**config.mk**
```make
export PLATFORM = sky130hd
export DESIGN_NAME = quad_phy_strap_and_speed_indicator
export DESIGN_NICKNAME = d
export VERILOG_FILES = /design/src/pkg/quad_phy_pkg.sv /design/src/verilog/quad_phy_strap_and_speed_indicator.sv /design/src/verilog/strap_sampler.sv /design/src/verilog/lane_arbiter.sv
export VERILOG_INCLUDE_DIRS = /design/src /design/src/pkg
export SDC_FILE = /design/constraint.sdc
export NUM_CORES = 1
export LEC_CHECK = 0
export BUFFER_PORTS_ARGS = -buffer_cell sky130_fd_sc_hd__buf_2
export CAP_MARGIN = 20
export CORE_ASPECT_RATIO = 1.1
export CORE_MARGIN = 2
export CORE_UTILIZATION = 45
export DETAILED_ROUTE_END_ITERATION = 10
export GPL_TIMING_DRIVEN = 0
export PLACE_DENSITY_LB_ADDON = 0.3
export SETUP_SLACK_MARGIN = 0.05
export SLEW_MARGIN = 30
export SYNTH_ARGS = -nofsm -noshare
export SYNTH_HDL_FRONTEND = slang
export SYNTH_SLANG_ARGS = --single-unit
```
**constraint.sdc**
```tcl
create_clock -name clk_sys -period 4.7 [get_ports clk_sys]
set_input_delay 0.235 -clock clk_sys [delete_from_list [all_inputs] [get_ports clk_sys]]
set_output_delay 0.235 -clock clk_sys [all_outputs]
set_load 0.01 [all_outputs]
```
**src/pkg/quad_phy_params.svh**
```systemverilog
/*
  offsets, field positions and reset values of the strap and speed indicator block.
  assumes inclusion by bare name from the package and the design modules.
*/
`ifndef QUAD_PHY_PARAMS_SVH
`define QUAD_PHY_PARAMS_SVH

// ----------------------------------------
// register map
// ----------------------------------------
`define CTRL_OFS 12'h000
`define STAT_OFS 12'h004
`define CTRL_SPEED_BIT 13
`define CTRL_AN_BIT 12
`define CTRL_RST 32'h0000_2000

// ----------------------------------------
// status fields
// ----------------------------------------
`define STAT_STRAP_LSB 0
`define STAT_SPEED_LSB 4
`define STAT_RUN_BIT 8

// ----------------------------------------
// pin positions of the dual-function pins
// ----------------------------------------
`define PIN_ISOLATE 0
`define PIN_BUSED 1
`define PIN_SECURE 2
`define PIN_SPEED 3
`define NPORTS 4

`endif

```
**src/pkg/quad_phy_pkg.sv**
```systemverilog
/*
  types shared by the strap and speed indicator block.
  assumes the params header sits beside it on the include path.
*/
package quad_phy_pkg;
   `include "quad_phy_params.svh"

   typedef struct packed {
      logic dv;
      logic [3:0] data;
   } mii_lane_t;

   typedef struct packed {
      logic psel;
      logic penable;
      logic pwrite;
      logic [11:0] paddr;
      logic [31:0] pwdata;
   } apb_req_t;

   typedef enum logic [1:0] {
      PH_STRAP = 2'b01,
      PH_RUN = 2'b10
   } phase_t;
endpackage : quad_phy_pkg

```
**src/verilog/quad_phy_strap_and_speed_indicator.sv**
```systemverilog
/*
  dual-function strap / speed indicator pins of a four-port 10/100 transceiver,
  security mode signal redefinition, bused-mode lane sharing and an apb register pair.
  assumes a single clk_sys at 10 MHz, synchronous srst held three edges or more,
  and a controller on the same clock driving the mac-side inputs.
*/
// Behaviour
// - speed indicator pin high at 100 Mbit/s, low at 10 Mbit/s, per port
// - speed strap sampled at reset sets speed of all four ports together
// - floating or high speed strap gives 100 Mbit/s, low gives 10 Mbit/s
// - speed strap ignored while autonegotiation enabled; negotiated speed wins
// - effective speed is strap AND control speed-select bit
// - high security strap at reset enables security mode; default disabled
// - in security mode low-rate transmit enables act as security inputs
// - security input high makes port transmit jam instead of data
// - security mode merges both carriers and both collisions on high-rate pins
// - bused mode carries all 100 Mbit/s ports on shared port A mii
// - bused mode carries all 10 Mbit/s ports on shared port B serial
// - bused mode activates per-rate transmit and receive enables, low-rate transmit only outside security mode; carrier outputs do not depend on it
// - bused strap not pulled up gives per-port interfaces
`timescale 1ns/1ps
`include "quad_phy_params.svh"
module quad_phy_strap_and_speed_indicator import quad_phy_pkg::*; (
   input wire logic clk_sys,
   input wire logic srst,
   input wire apb_req_t apb_req,
   output logic [31:0] prdata,
   output logic pready,
   output logic pslverr,
   input wire logic [3:0] pin_in,
   output logic [3:0] pin_out,
   output logic [3:0] pin_oe,
   input wire logic [3:0] neg_speed_100,
   input wire logic [3:0] tx_enable_low_rate,
   input wire logic [3:0] tx_enable_high_rate,
   input wire logic [3:0] crs_low_in,
   input wire logic [3:0] crs_high_in,
   input wire logic [3:0] col_low_in,
   input wire logic [3:0] col_high_in,
   input wire mii_lane_t [3:0] rx_lane,
   output logic [3:0] port_speed_100,
   output logic [3:0] tx_jam,
   output logic [3:0] tx_route,
   output logic [3:0] carrier_sense_high_rate,
   output logic [3:0] carrier_sense_low_rate,
   output logic [3:0] col_high_rate,
   output logic [3:0] col_low_rate,
   output logic [3:0] rx_enable_high_rate,
   output logic [3:0] rx_enable_low_rate,
   output mii_lane_t [3:0] mii_out,
   output logic security_mode,
   output logic bused_mode
);
   logic [3:0] strap;
   logic [31:0] ctrl;
   logic [31:0] next_ctrl;
   logic [31:0] next_prdata;
   logic next_pready;
   logic next_pslverr;
   phase_t phase;
   phase_t next_phase;
   logic [3:0] speed;
   logic [3:0] grant_hi;
   logic [3:0] grant_lo;
   mii_lane_t shared_hi;
   mii_lane_t shared_lo;
   logic [3:0] next_pin_out;
   logic [3:0] next_pin_oe;
   logic [3:0] next_jam;
   logic [3:0] next_route;
   logic [3:0] next_crs_hi;
   logic [3:0] next_crs_lo;
   logic [3:0] next_col_hi;
   logic [3:0] next_col_lo;
   logic [3:0] next_rxen_hi;
   logic [3:0] next_rxen_lo;
   mii_lane_t [3:0] next_mii;
   logic sec;
   logic bus;
   logic an_en;
   logic apb_access;
   logic hit_ctrl;
   logic hit_stat;
   logic apb_done;

   // ----------------------------------------
   // strap capture
   // ----------------------------------------
   strap_sampler u_strap (
      .clk_sys(clk_sys),
      .srst(srst),
      .pin_in(pin_in),
      .strap(strap)
   );

   assign sec = strap[`PIN_SECURE];
   assign bus = strap[`PIN_BUSED];
   assign an_en = ctrl[`CTRL_AN_BIT];

   // ----------------------------------------
   // apb slave
   // ----------------------------------------
   // one wait state so read data is a registered copy of current state
   assign apb_access = apb_req.psel & apb_req.penable & ~pready;
   assign hit_ctrl = apb_req.paddr == `CTRL_OFS;
   assign hit_stat = apb_req.paddr == `STAT_OFS;
   // writes land on the completing edge, so an access dropped before pready changes nothing
   assign apb_done = apb_req.psel & apb_req.penable & pready;

   always_comb begin
      next_ctrl = ctrl;
      next_prdata = 32'h0000_0000;
      next_pslverr = 1'b0;
      next_pready = apb_access;
      if (apb_access) begin
         if (hit_ctrl) begin
            next_prdata = ctrl;
         end else if (hit_stat) begin
            next_prdata[`STAT_STRAP_LSB +: 4] = strap;
            next_prdata[`STAT_SPEED_LSB +: 4] = port_speed_100;
            next_prdata[`STAT_RUN_BIT] = phase == PH_RUN;
         end else begin
            next_pslverr = 1'b1;
         end
      end
      if (apb_done && hit_ctrl && apb_req.pwrite) begin
         next_ctrl = 32'h0000_0000;
         next_ctrl[`CTRL_SPEED_BIT] = apb_req.pwdata[`CTRL_SPEED_BIT];
         next_ctrl[`CTRL_AN_BIT] = apb_req.pwdata[`CTRL_AN_BIT];
      end
   end

   always_ff @(posedge clk_sys) begin
      if (srst) begin
         ctrl <= `CTRL_RST;
         prdata <= 32'h0000_0000;
         pready <= 1'b0;
         pslverr <= 1'b0;
      end else begin
         ctrl <= next_ctrl;
         prdata <= next_prdata;
         pready <= next_pready;
         pslverr <= next_pslverr;
      end
   end

   // ----------------------------------------
   // phase: straps while in reset, indicators afterwards
   // ----------------------------------------
   always_comb begin
      case (phase)
         PH_STRAP: next_phase = PH_RUN;
         PH_RUN: next_phase = PH_RUN;
         default: next_phase = PH_STRAP;
      endcase
   end

   always_ff @(posedge clk_sys) begin
      if (srst) begin
         phase <= PH_STRAP;
      end else begin
         phase <= next_phase;
      end
   end

   // ----------------------------------------
   // shared lanes for bused mode
   // ----------------------------------------
   logic [3:0] req_hi;
   logic [3:0] req_lo;

   generate
      for (genvar i = 0; i < `NPORTS; i++) begin : g_req
         assign speed[i] = an_en ? neg_speed_100[i] :
            (strap[`PIN_SPEED] & ctrl[`CTRL_SPEED_BIT]);
         assign req_hi[i] = speed[i] & rx_lane[i].dv;
         assign req_lo[i] = ~speed[i] & rx_lane[i].dv;
      end
   endgenerate

   lane_arbiter u_arb_hi (
      .req(req_hi),
      .lanes(rx_lane),
      .grant(grant_hi),
      .shared(shared_hi)
   );

   lane_arbiter u_arb_lo (
      .req(req_lo),
      .lanes(rx_lane),
      .grant(grant_lo),
      .shared(shared_lo)
   );

   // ----------------------------------------
   // mac-side signal redefinition
   // ----------------------------------------
   always_comb begin
      next_pin_oe = {4{phase == PH_RUN}};
      next_pin_out = speed;
      next_jam = sec ? tx_enable_low_rate : 4'h0;
      next_crs_hi = sec ? (crs_high_in | crs_low_in) : crs_high_in;
      next_crs_lo = sec ? 4'h0 : crs_low_in;
      next_col_hi = sec ? (col_high_in | col_low_in) : col_high_in;
      next_col_lo = sec ? 4'h0 : col_low_in;
      // low-rate enables are spent on security, so bused low-rate transmit is off then
      next_route = bus ? ((speed & tx_enable_high_rate) |
         (~speed & tx_enable_low_rate & {4{~sec}})) : 4'h0;
      next_rxen_hi = bus ? grant_hi : 4'h0;
      next_rxen_lo = bus ? grant_lo : 4'h0;
      if (bus) begin
         next_mii = '0;
         next_mii[0] = shared_hi;
         next_mii[1].dv = shared_lo.dv;
         next_mii[1].data = {3'h0, shared_lo.data[0]};
      end else begin
         next_mii = rx_lane;
      end
   end

   always_ff @(posedge clk_sys) begin
      if (srst) begin
         pin_oe <= 4'h0;
         pin_out <= 4'h0;
         port_speed_100 <= 4'h0;
         tx_jam <= 4'h0;
         tx_route <= 4'h0;
         carrier_sense_high_rate <= 4'h0;
         carrier_sense_low_rate <= 4'h0;
         col_high_rate <= 4'h0;
         col_low_rate <= 4'h0;
         rx_enable_high_rate <= 4'h0;
         rx_enable_low_rate <= 4'h0;
         mii_out <= '0;
         security_mode <= 1'b0;
         bused_mode <= 1'b0;
      end else begin
         pin_oe <= next_pin_oe;
         pin_out <= next_pin_out;
         port_speed_100 <= speed;
         tx_jam <= next_jam;
         tx_route <= next_route;
         carrier_sense_high_rate <= next_crs_hi;
         carrier_sense_low_rate <= next_crs_lo;
         col_high_rate <= next_col_hi;
         col_low_rate <= next_col_lo;
         rx_enable_high_rate <= next_rxen_hi;
         rx_enable_low_rate <= next_rxen_lo;
         mii_out <= next_mii;
         security_mode <= sec;
         bused_mode <= bus;
      end
   end
endmodule : quad_phy_strap_and_speed_indicator

```
**src/verilog/strap_sampler.sv**
```systemverilog
/*
  two-flop synchroniser and strap latch for the dual-function pins.
  assumes srst is held for at least three clk_sys edges so the latch sees settled pins.
*/
`timescale 1ns/1ps
module strap_sampler import quad_phy_pkg::*; (
   input wire logic clk_sys,
   input wire logic srst,
   input wire logic [3:0] pin_in,
   output logic [3:0] strap
);
   logic [3:0] sync1;
   logic [3:0] sync2;
   logic [3:0] next_strap;

   // ----------------------------------------
   // synchroniser, no reset so values settle during reset
   // ----------------------------------------
   always_ff @(posedge clk_sys) begin
      sync1 <= pin_in;
      sync2 <= sync1;
   end

   // ----------------------------------------
   // latch while reset, hold afterwards
   // ----------------------------------------
   always_comb begin
      next_strap = srst ? sync2 : strap;
   end

   always_ff @(posedge clk_sys) begin
      strap <= next_strap;
   end
endmodule : strap_sampler

```
**src/verilog/lane_arbiter.sv**
```systemverilog
/*
  picks the lowest-numbered requesting port and muxes its lane onto one shared lane.
  assumes requests and lanes come from logic on the same clock.
*/
`timescale 1ns/1ps
module lane_arbiter import quad_phy_pkg::*; (
   input wire logic [3:0] req,
   input wire mii_lane_t [3:0] lanes,
   output logic [3:0] grant,
   output mii_lane_t shared
);
   function automatic logic [3:0] lowest_one(input logic [3:0] v);
      logic [3:0] r;
      r = 4'h0;
      for (int i = 3; i >= 0; i--) begin
         if (v[i]) begin
            r = 4'h0;
            r[i] = 1'b1;
         end
      end
      return r;
   endfunction : lowest_one

   always_comb begin
      grant = lowest_one(req);
      shared = '0;
      for (int i = 0; i < 4; i++) begin
         if (grant[i]) begin
            shared = lanes[i];
         end
      end
   end
endmodule : lane_arbiter

```
# --- After elaboration in Yosys (flattened, before gate mapping) ---
# Index checks and enable logic that the tools add are counted.
op_classes:
  bitwise_logic: 29
  n_reduce_logical: 11
  n_eq_ne: 3
  muxes: 25
op_table:
  columns: ["cell", "count"]
  rows:
  - ["2-to-1 mux 4 bit", 10]
  - ["2-to-1 mux 5 bit", 8]
  - ["AND 1 bit", 12]
  - ["AND 4 bit", 3]
  - ["== test 12 x 3 -> 1 bit (second input constant)", 1]
  - ["zero test 12 bit", 1]
  - ["bitwise OR 4 bit", 3]
  - ["2-to-1 mux 10 bit", 1]
  - ["inverter 1 bit", 10]
  - ["OR reduction 2 bit", 5]
  - ["OR reduction 3 bit", 2]
  - ["2-to-1 mux 1 bit", 5]
  - ["inverter 4 bit", 1]
  - ["OR reduction 4 bit", 1]
  - ["== test 2 x 1 -> 1 bit (second input constant)", 1]
  - ["== test 2 bit (second input constant)", 1]
  - ["logical AND 1 bit", 2]
  - ["2-to-1 mux 2 bit", 1]
word_totals:
  output_inout_bits: 100
  reg_bits: 88
  wordCells: 98
  in_bits: 101

# --- Longest topological paths before layout ---
# Gate-level depths: netlist (run 1).
logic_depth:
  depth_word: 13
  depth_mapped: 7
  mapped_depth_nobuf: 6

# --- Cells and area by module ---
# A second synthesis (run 1) with hierarchy kept.
unflattened:
  cells_unflattened: 325
  area_unflattened_um2: 3256.9
by_module_without_submodules:
  columns: ["module", "n_inst", "cells_each", "area_each_um2", "seq_area_each_um2"]
  rows:
  - ["quad_phy_strap_and_speed_indicator", 1, 259, 2646.3, 1521.5]
  - ["lane_arbiter", 2, 27, 165.2, 0.0]
  - ["strap_sampler", 1, 12, 280.3, 280.3]

# --- Least setup slack after synthesis (run 1) ---
# Ideal clock, no wire load.
synth_timing:
  kind: "reg-to-reg"
  from: "register u_strap.strap[3]"
  to: "register mii_out[3] in the netlist's numbering"
  period_less_slack_ps: 1477
  t_required_ps: 4578
  path_buffers: 1
  stages_incl_launch_ff: 7
  path_slack_ps: 3223
  arrival_time_ps: 1355
  setup_ps: 122
  path_cell_list: "edfxtp_1 nand3b_4 buf_6 a21boi_4 mux2_2 o21ai_1 o21ai_1"
synth_via:
  elab_chain_cells: 11
  word_cells_on_any_way: 18
  cone_classes: "mux (13); bitwise (5)"
synth_lines:
  columns: ["element", "line_no", "rtl"]
  rows:
  - ["from (decl)", "strap_sampler.sv:10", "output logic [3:0] strap"]
  - ["from (signal assigned)", "strap_sampler.sv:32", "strap <= next_strap;"]
  - ["AND 1 bit *", "quad_phy_strap_and_speed_indicator.sv:175", "(strap[`PIN_SPEED] & ctrl[`CTRL_SPEED_BIT]);"]
  - ["2-to-1 mux 1 bit", "quad_phy_strap_and_speed_indicator.sv:174", "assign speed[i] = an_en ? neg_speed_100[i] :"]
  - ["AND 1 bit", "quad_phy_strap_and_speed_indicator.sv:176", "assign req_hi[i] = speed[i] & rx_lane[i].dv;"]
  - ["2-to-1 mux 4 bit (2 in series)", "lane_arbiter.sv:16", "if (v[i]) begin"]
  - ["2-to-1 mux 4 bit *", "lane_arbiter.sv:16", null]
  - ["2-to-1 mux 5 bit (3 in series)", "lane_arbiter.sv:28", "if (grant[i]) begin"]
  - ["2-to-1 mux 5 bit *", "lane_arbiter.sv:28", null]
  - ["2-to-1 mux 10 bit *", "quad_phy_strap_and_speed_indicator.sv:211", "if (bus) begin"]
  - ["to (signal assigned)", "quad_phy_strap_and_speed_indicator.sv:249", "mii_out <= next_mii;"]
  - ["to (decl)", "quad_phy_strap_and_speed_indicator.sv:50", "output mii_lane_t [3:0] mii_out,"]
# Mark *: on every way between the ends. The rest lies on a longest branch, timed or not.
# A chain may end at the register's enable or synchronous reset.

# --- Worst setup path after layout (run 1) ---
layout_timing:
  from: "register ctrl[13]"
  to: "register mii_out[3] in the netlist's numbering"
layout_via:
  elab_chain_cells: 11
  word_cells_on_any_way: 18
  cone_classes: "mux (13); bitwise (5)"
layout_lines:
  columns: ["element", "line_no", "rtl"]
  rows:
  - ["from (decl)", "quad_phy_strap_and_speed_indicator.sv:55", "logic [31:0] ctrl;"]
  - ["from (signal assigned)", "quad_phy_strap_and_speed_indicator.sv:135", "ctrl <= `CTRL_RST;"]
  - ["from (signal assigned)", "quad_phy_strap_and_speed_indicator.sv:140", "ctrl <= next_ctrl;"]
  - ["AND 1 bit *", "quad_phy_strap_and_speed_indicator.sv:175", null]
  - ["2-to-1 mux 1 bit", "quad_phy_strap_and_speed_indicator.sv:174", null]
  - ["AND 1 bit", "quad_phy_strap_and_speed_indicator.sv:176", null]
  - ["2-to-1 mux 4 bit (2 in series)", "lane_arbiter.sv:16", null]
  - ["2-to-1 mux 4 bit *", "lane_arbiter.sv:16", null]
  - ["2-to-1 mux 5 bit (3 in series)", "lane_arbiter.sv:28", null]
  - ["2-to-1 mux 5 bit *", "lane_arbiter.sv:28", null]
  - ["2-to-1 mux 10 bit *", "quad_phy_strap_and_speed_indicator.sv:211", null]
# Marked as above.

==> results of run 1 <==
==> per-layer routing <==
metal / part of all wire [%] / up-vias / routed length (µm)
met5: 0 / - / 0
met4: 1.5 / 0 / 106
met3: 7.4 / 8 / 527
met2: 51 / 118 / 3650
met1: 40 / 1188 / 2860
li1: - / 1304 / -
==> worst register-to-register path, delay by kind of cell (launching register included) <==
kind / cells / cell delay [ns]
compound gates: 3 / 0.49
flops: 1 / 0.42
mux: 1 / 0.38
buf+inv: 1 / 0.15
simple gates: 1 / 0.11
==> flip-flops by register name, summed over array words and instances, names as in the netlist, 2 cells and up <==
| register | cells |
|---|---|
| carrier_sense_high_rate | 4 |
| ctrl | 2 |
| tx_jam | 4 |
| phase | 2 |
| tx_route | 4 |
| u_strap.sync2 | 4 |
| port_speed_100 | 4 |
| rx_enable_low_rate | 4 |
| col_low_rate | 4 |
| u_strap.sync1 | 4 |
| col_high_rate | 4 |
| carrier_sense_low_rate | 4 |
| prdata | 11 |
| rx_enable_high_rate | 4 |
| u_strap.strap | 4 |
| mii_out | 20 |
==> cells in the final DEF, fill, tap and decap left out, types with 7 or more instances in the layout <==
master      n
clkbuf_8    9
and2_1     29
and3_1     10
conb_1     21
dfxtp_1    84
buf_2     150
nand2_1    11
nand3_1     7
a21oi_1    22
buf_4      28
nor2_1     20
==> synth_stat cells, types with 5 or more instances <==
cell type	n
nand3_1	7
nand3b_1	5
nor3_1	5
o21ai_0	5
buf_4	28
and2_1	29
nand2_1	11
and3_1	10
dfxtp_1	84
a21oi_1	22
nor2_1	20
==> power by group through the flow <==
stage	registers [mW]	logic, mW	clock network, mW
floorplan	0.832	0.0963	0
global placement	0.819	0.189	0
detailed placement	0.820	0.193	0
CTS	0.803	0.196	0.507
global route	0.806	0.218	0.533
finish	0.802	0.195	0.489
==> worst max-delay path by stage <==
stage / start / to / slack, ns
after global placement: srst / col_high_rate[0]$_SDFF_PP0_ / 3.03
final: ctrl[13]$_SDFFE_PP1P_ / mii_out[3]$_SDFF_PP0_ / 3.04
after global routing: u_strap.strap[1]$_DFFE_PP_ / mii_out[8]$_SDFF_PP0_ / 2.90
after detailed placement: srst / carrier_sense_high_rate[2]$_SDFF_PP0_ / 3.00
after floorplan: u_strap.strap[3]$_DFFE_PP_ / mii_out[3]$_SDFF_PP0_ / 3.22
after CTS: u_strap.strap[1]$_DFFE_PP_ / mii_out[1]$_SDFF_PP0_ / 3.03
==> kinds of logic after synthesis <==
kind of cell | count (synthesis) | share of synthesized area [%]
other | 1 | 0.119
AOI/OAI and AO/OA | 48 | 11.2
muxes | 3 | 0.989
buffers and inverters | 40 | 8.90
DFF | 88 | 57.0
and+or+nand+nor | 108 | 21.4
adders and majority gates | 1 | 0.396
==> final cells by class <==
cell class / instances / share of cell area, %
Sequential cell: 88 / 41.7
Timing Repair Buffer: 153 / 18.2
Buffer: 37 / 6.20
Inverter: 3 / 0.319
Clock inverter: 6 / 1.39
Clock buffer: 10 / 2.96
Tap cell: 85 / 2.46
Multi-Input combinational cell: 181 / 26.7
==> through the flow <==
stage / utilization (%) / instances / instance area (µm²) / power, mW / worst slack, ns
3_5_place_dp: 59.0 / 543 / 4090 / 1.01 / 3.00
2_1_floorplan: - / 309 / 3240 / 0.929 / 3.22
4_1_cts: 62.3 / 563 / 4320 / 1.51 / 3.03
5_1_grt: 62.3 / 563 / 4320 / 1.56 / 2.90
6_report: 62.3 / 563 / 4320 / 1.49 / 3.04
3_3_place_gp: 59.0 / 543 / 4090 / 1.01 / 3.03
==> what timing repair did <==
item | 4_1_cts | 5_1_grt
hold buffers | 4 | 0
hold endpoints to repair | 4 | 0
resized for setup | 0 | 0
==> impl_metrics.json, run 1 <==
{
  "grt_max_degree": 15,
  "yosys_warnings": 0,
  "drt_wl_total_mm": 7.14,
  "hold_ws_ns": 0.0952,
  "dieArea_mm2": 0.00771,
  "overflow": 0,
  "ys_async_sr_fraction_pct": 0,
  "grt_pass1_vias": 2581,
  "synth_area_leaders": "dfxtp_1, buf_4, and2_1",
  "initial_utilization_pct": 45.6,
  "cp_common_cell": "o21ai_1",
  "tns_ns": 0,
  "avgSynthCellArea_um2": 10.9,
  "ioPinCount": 201,
  "r2r_start": "ctrl[13]$_SDFFE_PP1P_",
  "slew-limit-headroom_pct": 61.3,
  "ys.flop_type": "dfxtp_1",
  "r2r_end": "mii_out[3]$_SDFF_PP0_",
  "drt_iter0_markers": 96,
  "num_rows": 32,
  "maxCapViolations": 0,
  "crit_family": "compound AO/OA/AOI/OAI gates",
  "multi_input_area_mm2": 0.00115,
  "cts-buffers-inserted": 9,
  "drt-vias-per-instance": 4.65,
  "yosysTopAreaCellShare_pct": 53.2,
  "slowest_delay_ns": 0.42,
  "critPathRequiredTime_ns": 4.94,
  "hold_class": "in2reg",
  "leakage_nw": 2.19,
  "slew_viol_final": 0,
  "yosysSeqAreaShare_pct": 57.0,
  "ir_drop_mv": 0.222,
  "hold_depth": 2,
  "clock-root-buffer": "clkbuf_8",
  "io_buffers": 149,
  "cp_cell_sequence": "nand3b_4, buf_6, a21boi_4, mux2_2, o21ai_1, o21ai_1",
  "path_max_fanout": 10,
  "cp_num_cells": 6,
  "gr-usage-met2_pct": 34.5,
  "period_minus_slack_ns": 1.66,
  "antenna_found_initial": 0,
  "grt_pass1_wl_mm": 11.6,
  "die_h_um": 91.9,
  "gp_congestion": 0.840,
  "cts_setup_buffers": 0,
  "tritoncts": "yes",
  "clock_skew_ns": 0.0104,
  "setup_viol": 0,
  "hold_start": "apb_req[13]",
  "use_met3_pct": 3.51,
  "first_pass_iters": 4,
  "crit_type": "reg2reg",
  "grt_use_total_pct": 18.9,
  "r2r_cells": 6,
  "fmax_ghz": 0.603,
  "antennaDiodeCount": 0,
  "htree_levels": 3,
  "worstSetupStartpointType": "register",
  "fin_nets": 575,
  "cellPowerDensity_mw_per_mm2": 344,
  "combPwrFrac_pct": 13.1,
  "die_w_um": 83.9,
  "swShare_pct": 24.1,
  "ant_nets": 0,
  "fin_crit_sh_pct": 35.3,
  "seqPwrFrac_pct": 54.0,
  "drc": 0,
  "ff_latch_area_mm2": 0.00180,
  "p_int_mw": 1.13,
  "ys_ff_latch": 88,
  "clockBufferDepth": 2,
  "path_buf_inv": 1,
  "rrSetupSlack_ns": 3.04,
  "fp.coreArea_mm2": 0.00693,
  "hold_viol_final": 0,
  "clock_sinks": 88,
  "grt_util_met1_pct": 21.1,
  "setup.worst_path.end_class": "register",
  "status": "completed",
  "yosys.area.top_type": "dfxtp_1",
  "synth_edf_count": 4,
  "dp_hpwl_mm": 5.55,
  "slowest_stage": "dfxtp_1",
  "avgRoutedWirePerCell_um": 12.7,
  "clk_pin_slew_ns": 0.08,
  "syn_area_mm2": 0.00316,
  "arrival_ns": 1.89,
  "fillers": 613,
  "min_to": "ctrl[13]$_SDFFE_PP1P_",
  "vias": 2618,
  "busiest_layer": "met2",
  "syn_inst": 289,
  "tightestPinTransition_ns": 0.578,
  "drive_above_1_share_pct": 45.2,
  "rsz0062_at_grt": "false",
  "switchingPower_mw": 0.359,
  "ys_types": 48,
  "area_growth_pct": 36.5,
  "clk_latency_ns": 0.34,
  "clkPwrFrac_pct": 32.9
}
No activity file was read; power rests on OpenSTA's default activity.
==> run 2: changes to the inputs <==
CORE_UTILIZATION = 38   (was 45)
clock period = 1.4 ns   (was 4.7 ns; I/O delays follow)
==> impl_metrics.json, run 2 (same netlist as run 1, synthesis figures left out) <==
{
  "status": "finished with violations",
  "violations": "setup timing",
  "antennaDiodeCount": 0,
  "antenna_found_initial": 0,
  "tritoncts": "yes",
  "min_to": "port_speed_100[1]$_SDFF_PP0_",
  "ff_latch_area_mm2": 0.00180,
  "r2r_end": "mii_out[5]$_SDFF_PP0_",
  "fin_nets": 629,
  "setup.worst_path.end_class": "register",
  "clock-root-buffer": "clkbuf_8",
  "fin_crit_sh_pct": 111,
  "hold_start": "neg_speed_100[1]",
  "first_pass_iters": 4,
  "final_common_cell": "buf_2",
  "clk_pin_slew_ns": 0.09,
  "cts-buffers-inserted": 9,
  "io_buffers": 149,
  "slew-limit-headroom_pct": 59.5,
  "gp_congestion": 0.753,
  "rsz0062_at_grt": "true",
  "path_max_fanout": 6,
  "die_w_um": 91.0,
  "r2r_cells": 7,
  "drt_iter0_markers": 74,
  "reg.largest.list": "mii_out (20), prdata (11)",
  "clock_skew_ns": 0.00702,
  "leakage_nw": 2.46,
  "clockBufferDepth": 2,
  "htree_levels": 3,
  "gr-usage-met2_pct": 34.5,
  "slowest_delay_ns": 0.34,
  "grt_max_degree": 15,
  "area_growth_pct": 57.4,
  "rrSetupSlack_ns": -0.16,
  "ioPinCount": 201,
  "hold_viol_final": 0,
  "hold_ws_ns": 0.0316,
  "clock_sinks": 88,
  "critPathRequiredTime_ns": 1.64,
  "grt_use_total_pct": 18.7,
  "maxCapViolations": 0,
  "regMostFlops": "mii_out",
  "clk_latency_ns": 0.34,
  "grt_util_met1_pct": 19.9,
  "drive_above_1_share_pct": 45.5,
  "drt-vias-per-instance": 4.46,
  "slowest_stage": "dfxtp_2",
  "fillers": 698,
  "num_rows": 34,
  "cellPowerDensity_mw_per_mm2": 1060,
  "fin_total_pwr_mw": 5.29,
  "cp_cell_sequence": "buf_6, and3b_1, buf_6, a21oi_4, a221oi_2, a211oi_1, a221o_1",
  "crit_type": "reg2reg",
  "dieArea_mm2": 0.00907,
  "multi_input_area_mm2": 0.00124,
  "ir_drop_mv": 0.675,
  "fp.coreArea_mm2": 0.00800,
  "fmax_ghz": 0.641,
  "vias": 2857,
  "die_h_um": 99.7,
  "worstSetupStartpointType": "register",
  "busiest_layer": "met2",
  "hold_depth": 3,
  "hold_class": "in2reg",
  "r2r_start": "ctrl[12]$_SDFFE_PP0P_",
  "dp_hpwl_mm": 5.74,
  "drc": 0,
  "cp_common_cell": "buf_6",
  "arrival_ns": 1.80,
  "fin_ws_ns": -0.161,
  "initial_utilization_pct": 39.5,
  "slew_viol_final": 0,
  "period_minus_slack_ns": 1.56,
  "ant_nets": 0,
  "grt_pass1_vias": 2838,
  "tightestPinTransition_ns": 0.608,
  "largest_register_ffs": 20,
  "use_met3_pct": 4.85,
  "setup_viol": 9,
  "avgRoutedWirePerCell_um": 13.2,
  "final_cell_mix": "buf_2, dfxtp_1, dlygate4sd3_1",
  "grt_pass1_wl_mm": 13.4,
  "drt_wl_total_mm": 8.47,
  "overflow": 0
}
==> run 2: cell count changes in the layout (fill, tap and decap cells not counted), moves of 2 or more <==
| cell | delta |
|---|---|
| dfxtp_2 | +2 |
| o21ai_0 | -2 |
| nand2_2 | +3 |
| clkbuf_8 | +2 |
| nand2_1 | -3 |
| dlygate4sd3_1 | +43 |
| nand3_1 | -2 |
| dfxtp_1 | -2 |
| buf_4 | +10 |
| o32ai_1 | -2 |
==> run 2: per-stage QoR <==
stage,area (µm²),utilization (%),instances,setup slack [ns],TNS [ns]
6_report,4980,62.2,640,-0.161,-0.920
5_1_grt,4980,62.2,640,-0.235,-1.90
4_1_cts,4900,61.3,636,-0.146,-0.841
3_5_place_dp,4120,51.5,566,-0.285,-5.14
3_3_place_gp,4120,51.5,566,-0.261,-4.96
2_1_floorplan,3240,-,309,-0.0642,-0.111
==> run 2: report_power, final <==
group	switching, mW	internal (mW)	total, mW
Combinational	0.383	0.432	0.815
Clock	0.862	0.927	1.79
Sequential	0.0396	2.65	2.69
Total	1.29	4.01	5.29
==> run 2: how the worst max path moves through the flow <==
| stage | start | end | slack, ns | cells after the start |
|---|---|---|---|---|
| floorplan | u_strap.strap[3]$_DFFE_PP_ | mii_out[3]$_SDFF_PP0_ | -0.06 | 6 |
| global route | ctrl[12]$_SDFFE_PP0P_ | mii_out[5]$_SDFF_PP0_ | -0.24 | 7 |
| detailed placement | u_strap.strap[1]$_DFFE_PP_ | mii_out[14]$_SDFF_PP0_ | -0.29 | 3 |
| CTS | ctrl[12]$_SDFFE_PP0P_ | mii_out[5]$_SDFF_PP0_ | -0.15 | 7 |
| finish | ctrl[12]$_SDFFE_PP0P_ | mii_out[5]$_SDFF_PP0_ | -0.16 | 7 |
| global placement | u_strap.strap[1]$_DFFE_PP_ | mii_out[13]$_SDFF_PP0_ | -0.26 | 3 |
==> run 2: area by class of cell <==
cell class,count,area share [%]
sequential,88,36.3
clock buffer,12,3.12
clock inverter,4,1.03
buffer,37,5.46
inverter,3,0.277
tap,108,2.72
multi-input combinational,181,25.0
timing repair buffer,207,26.1
==> run 2: critical path: cells and delay by family, from the launching register on <==
kind                   cells  cell delay, ns
buffers and inverters      2            0.27
DFF                        1            0.34
AOI/OAI and AO/OA          4            0.62
and+or+nand+nor            1            0.22
==> run 2: metal layers <==
layer  wire, µm  share of wire (%)  vias up
met1       3410                 40     1307
met3        568                6.7       13
li1           -                  -     1410
met2       4330                 51      127
met5          0                  0        -
met4        152                1.8        0
==> run 2: repair_timing <==
action	4_1_cts	5_1_grt
cloned	2	0
resized for setup	13	12
hold buffers	46	1
hold endpoints to repair	47	1
buffers inserted	6	3
endpoints found under the setup margin	22	28
pin swaps	5	8
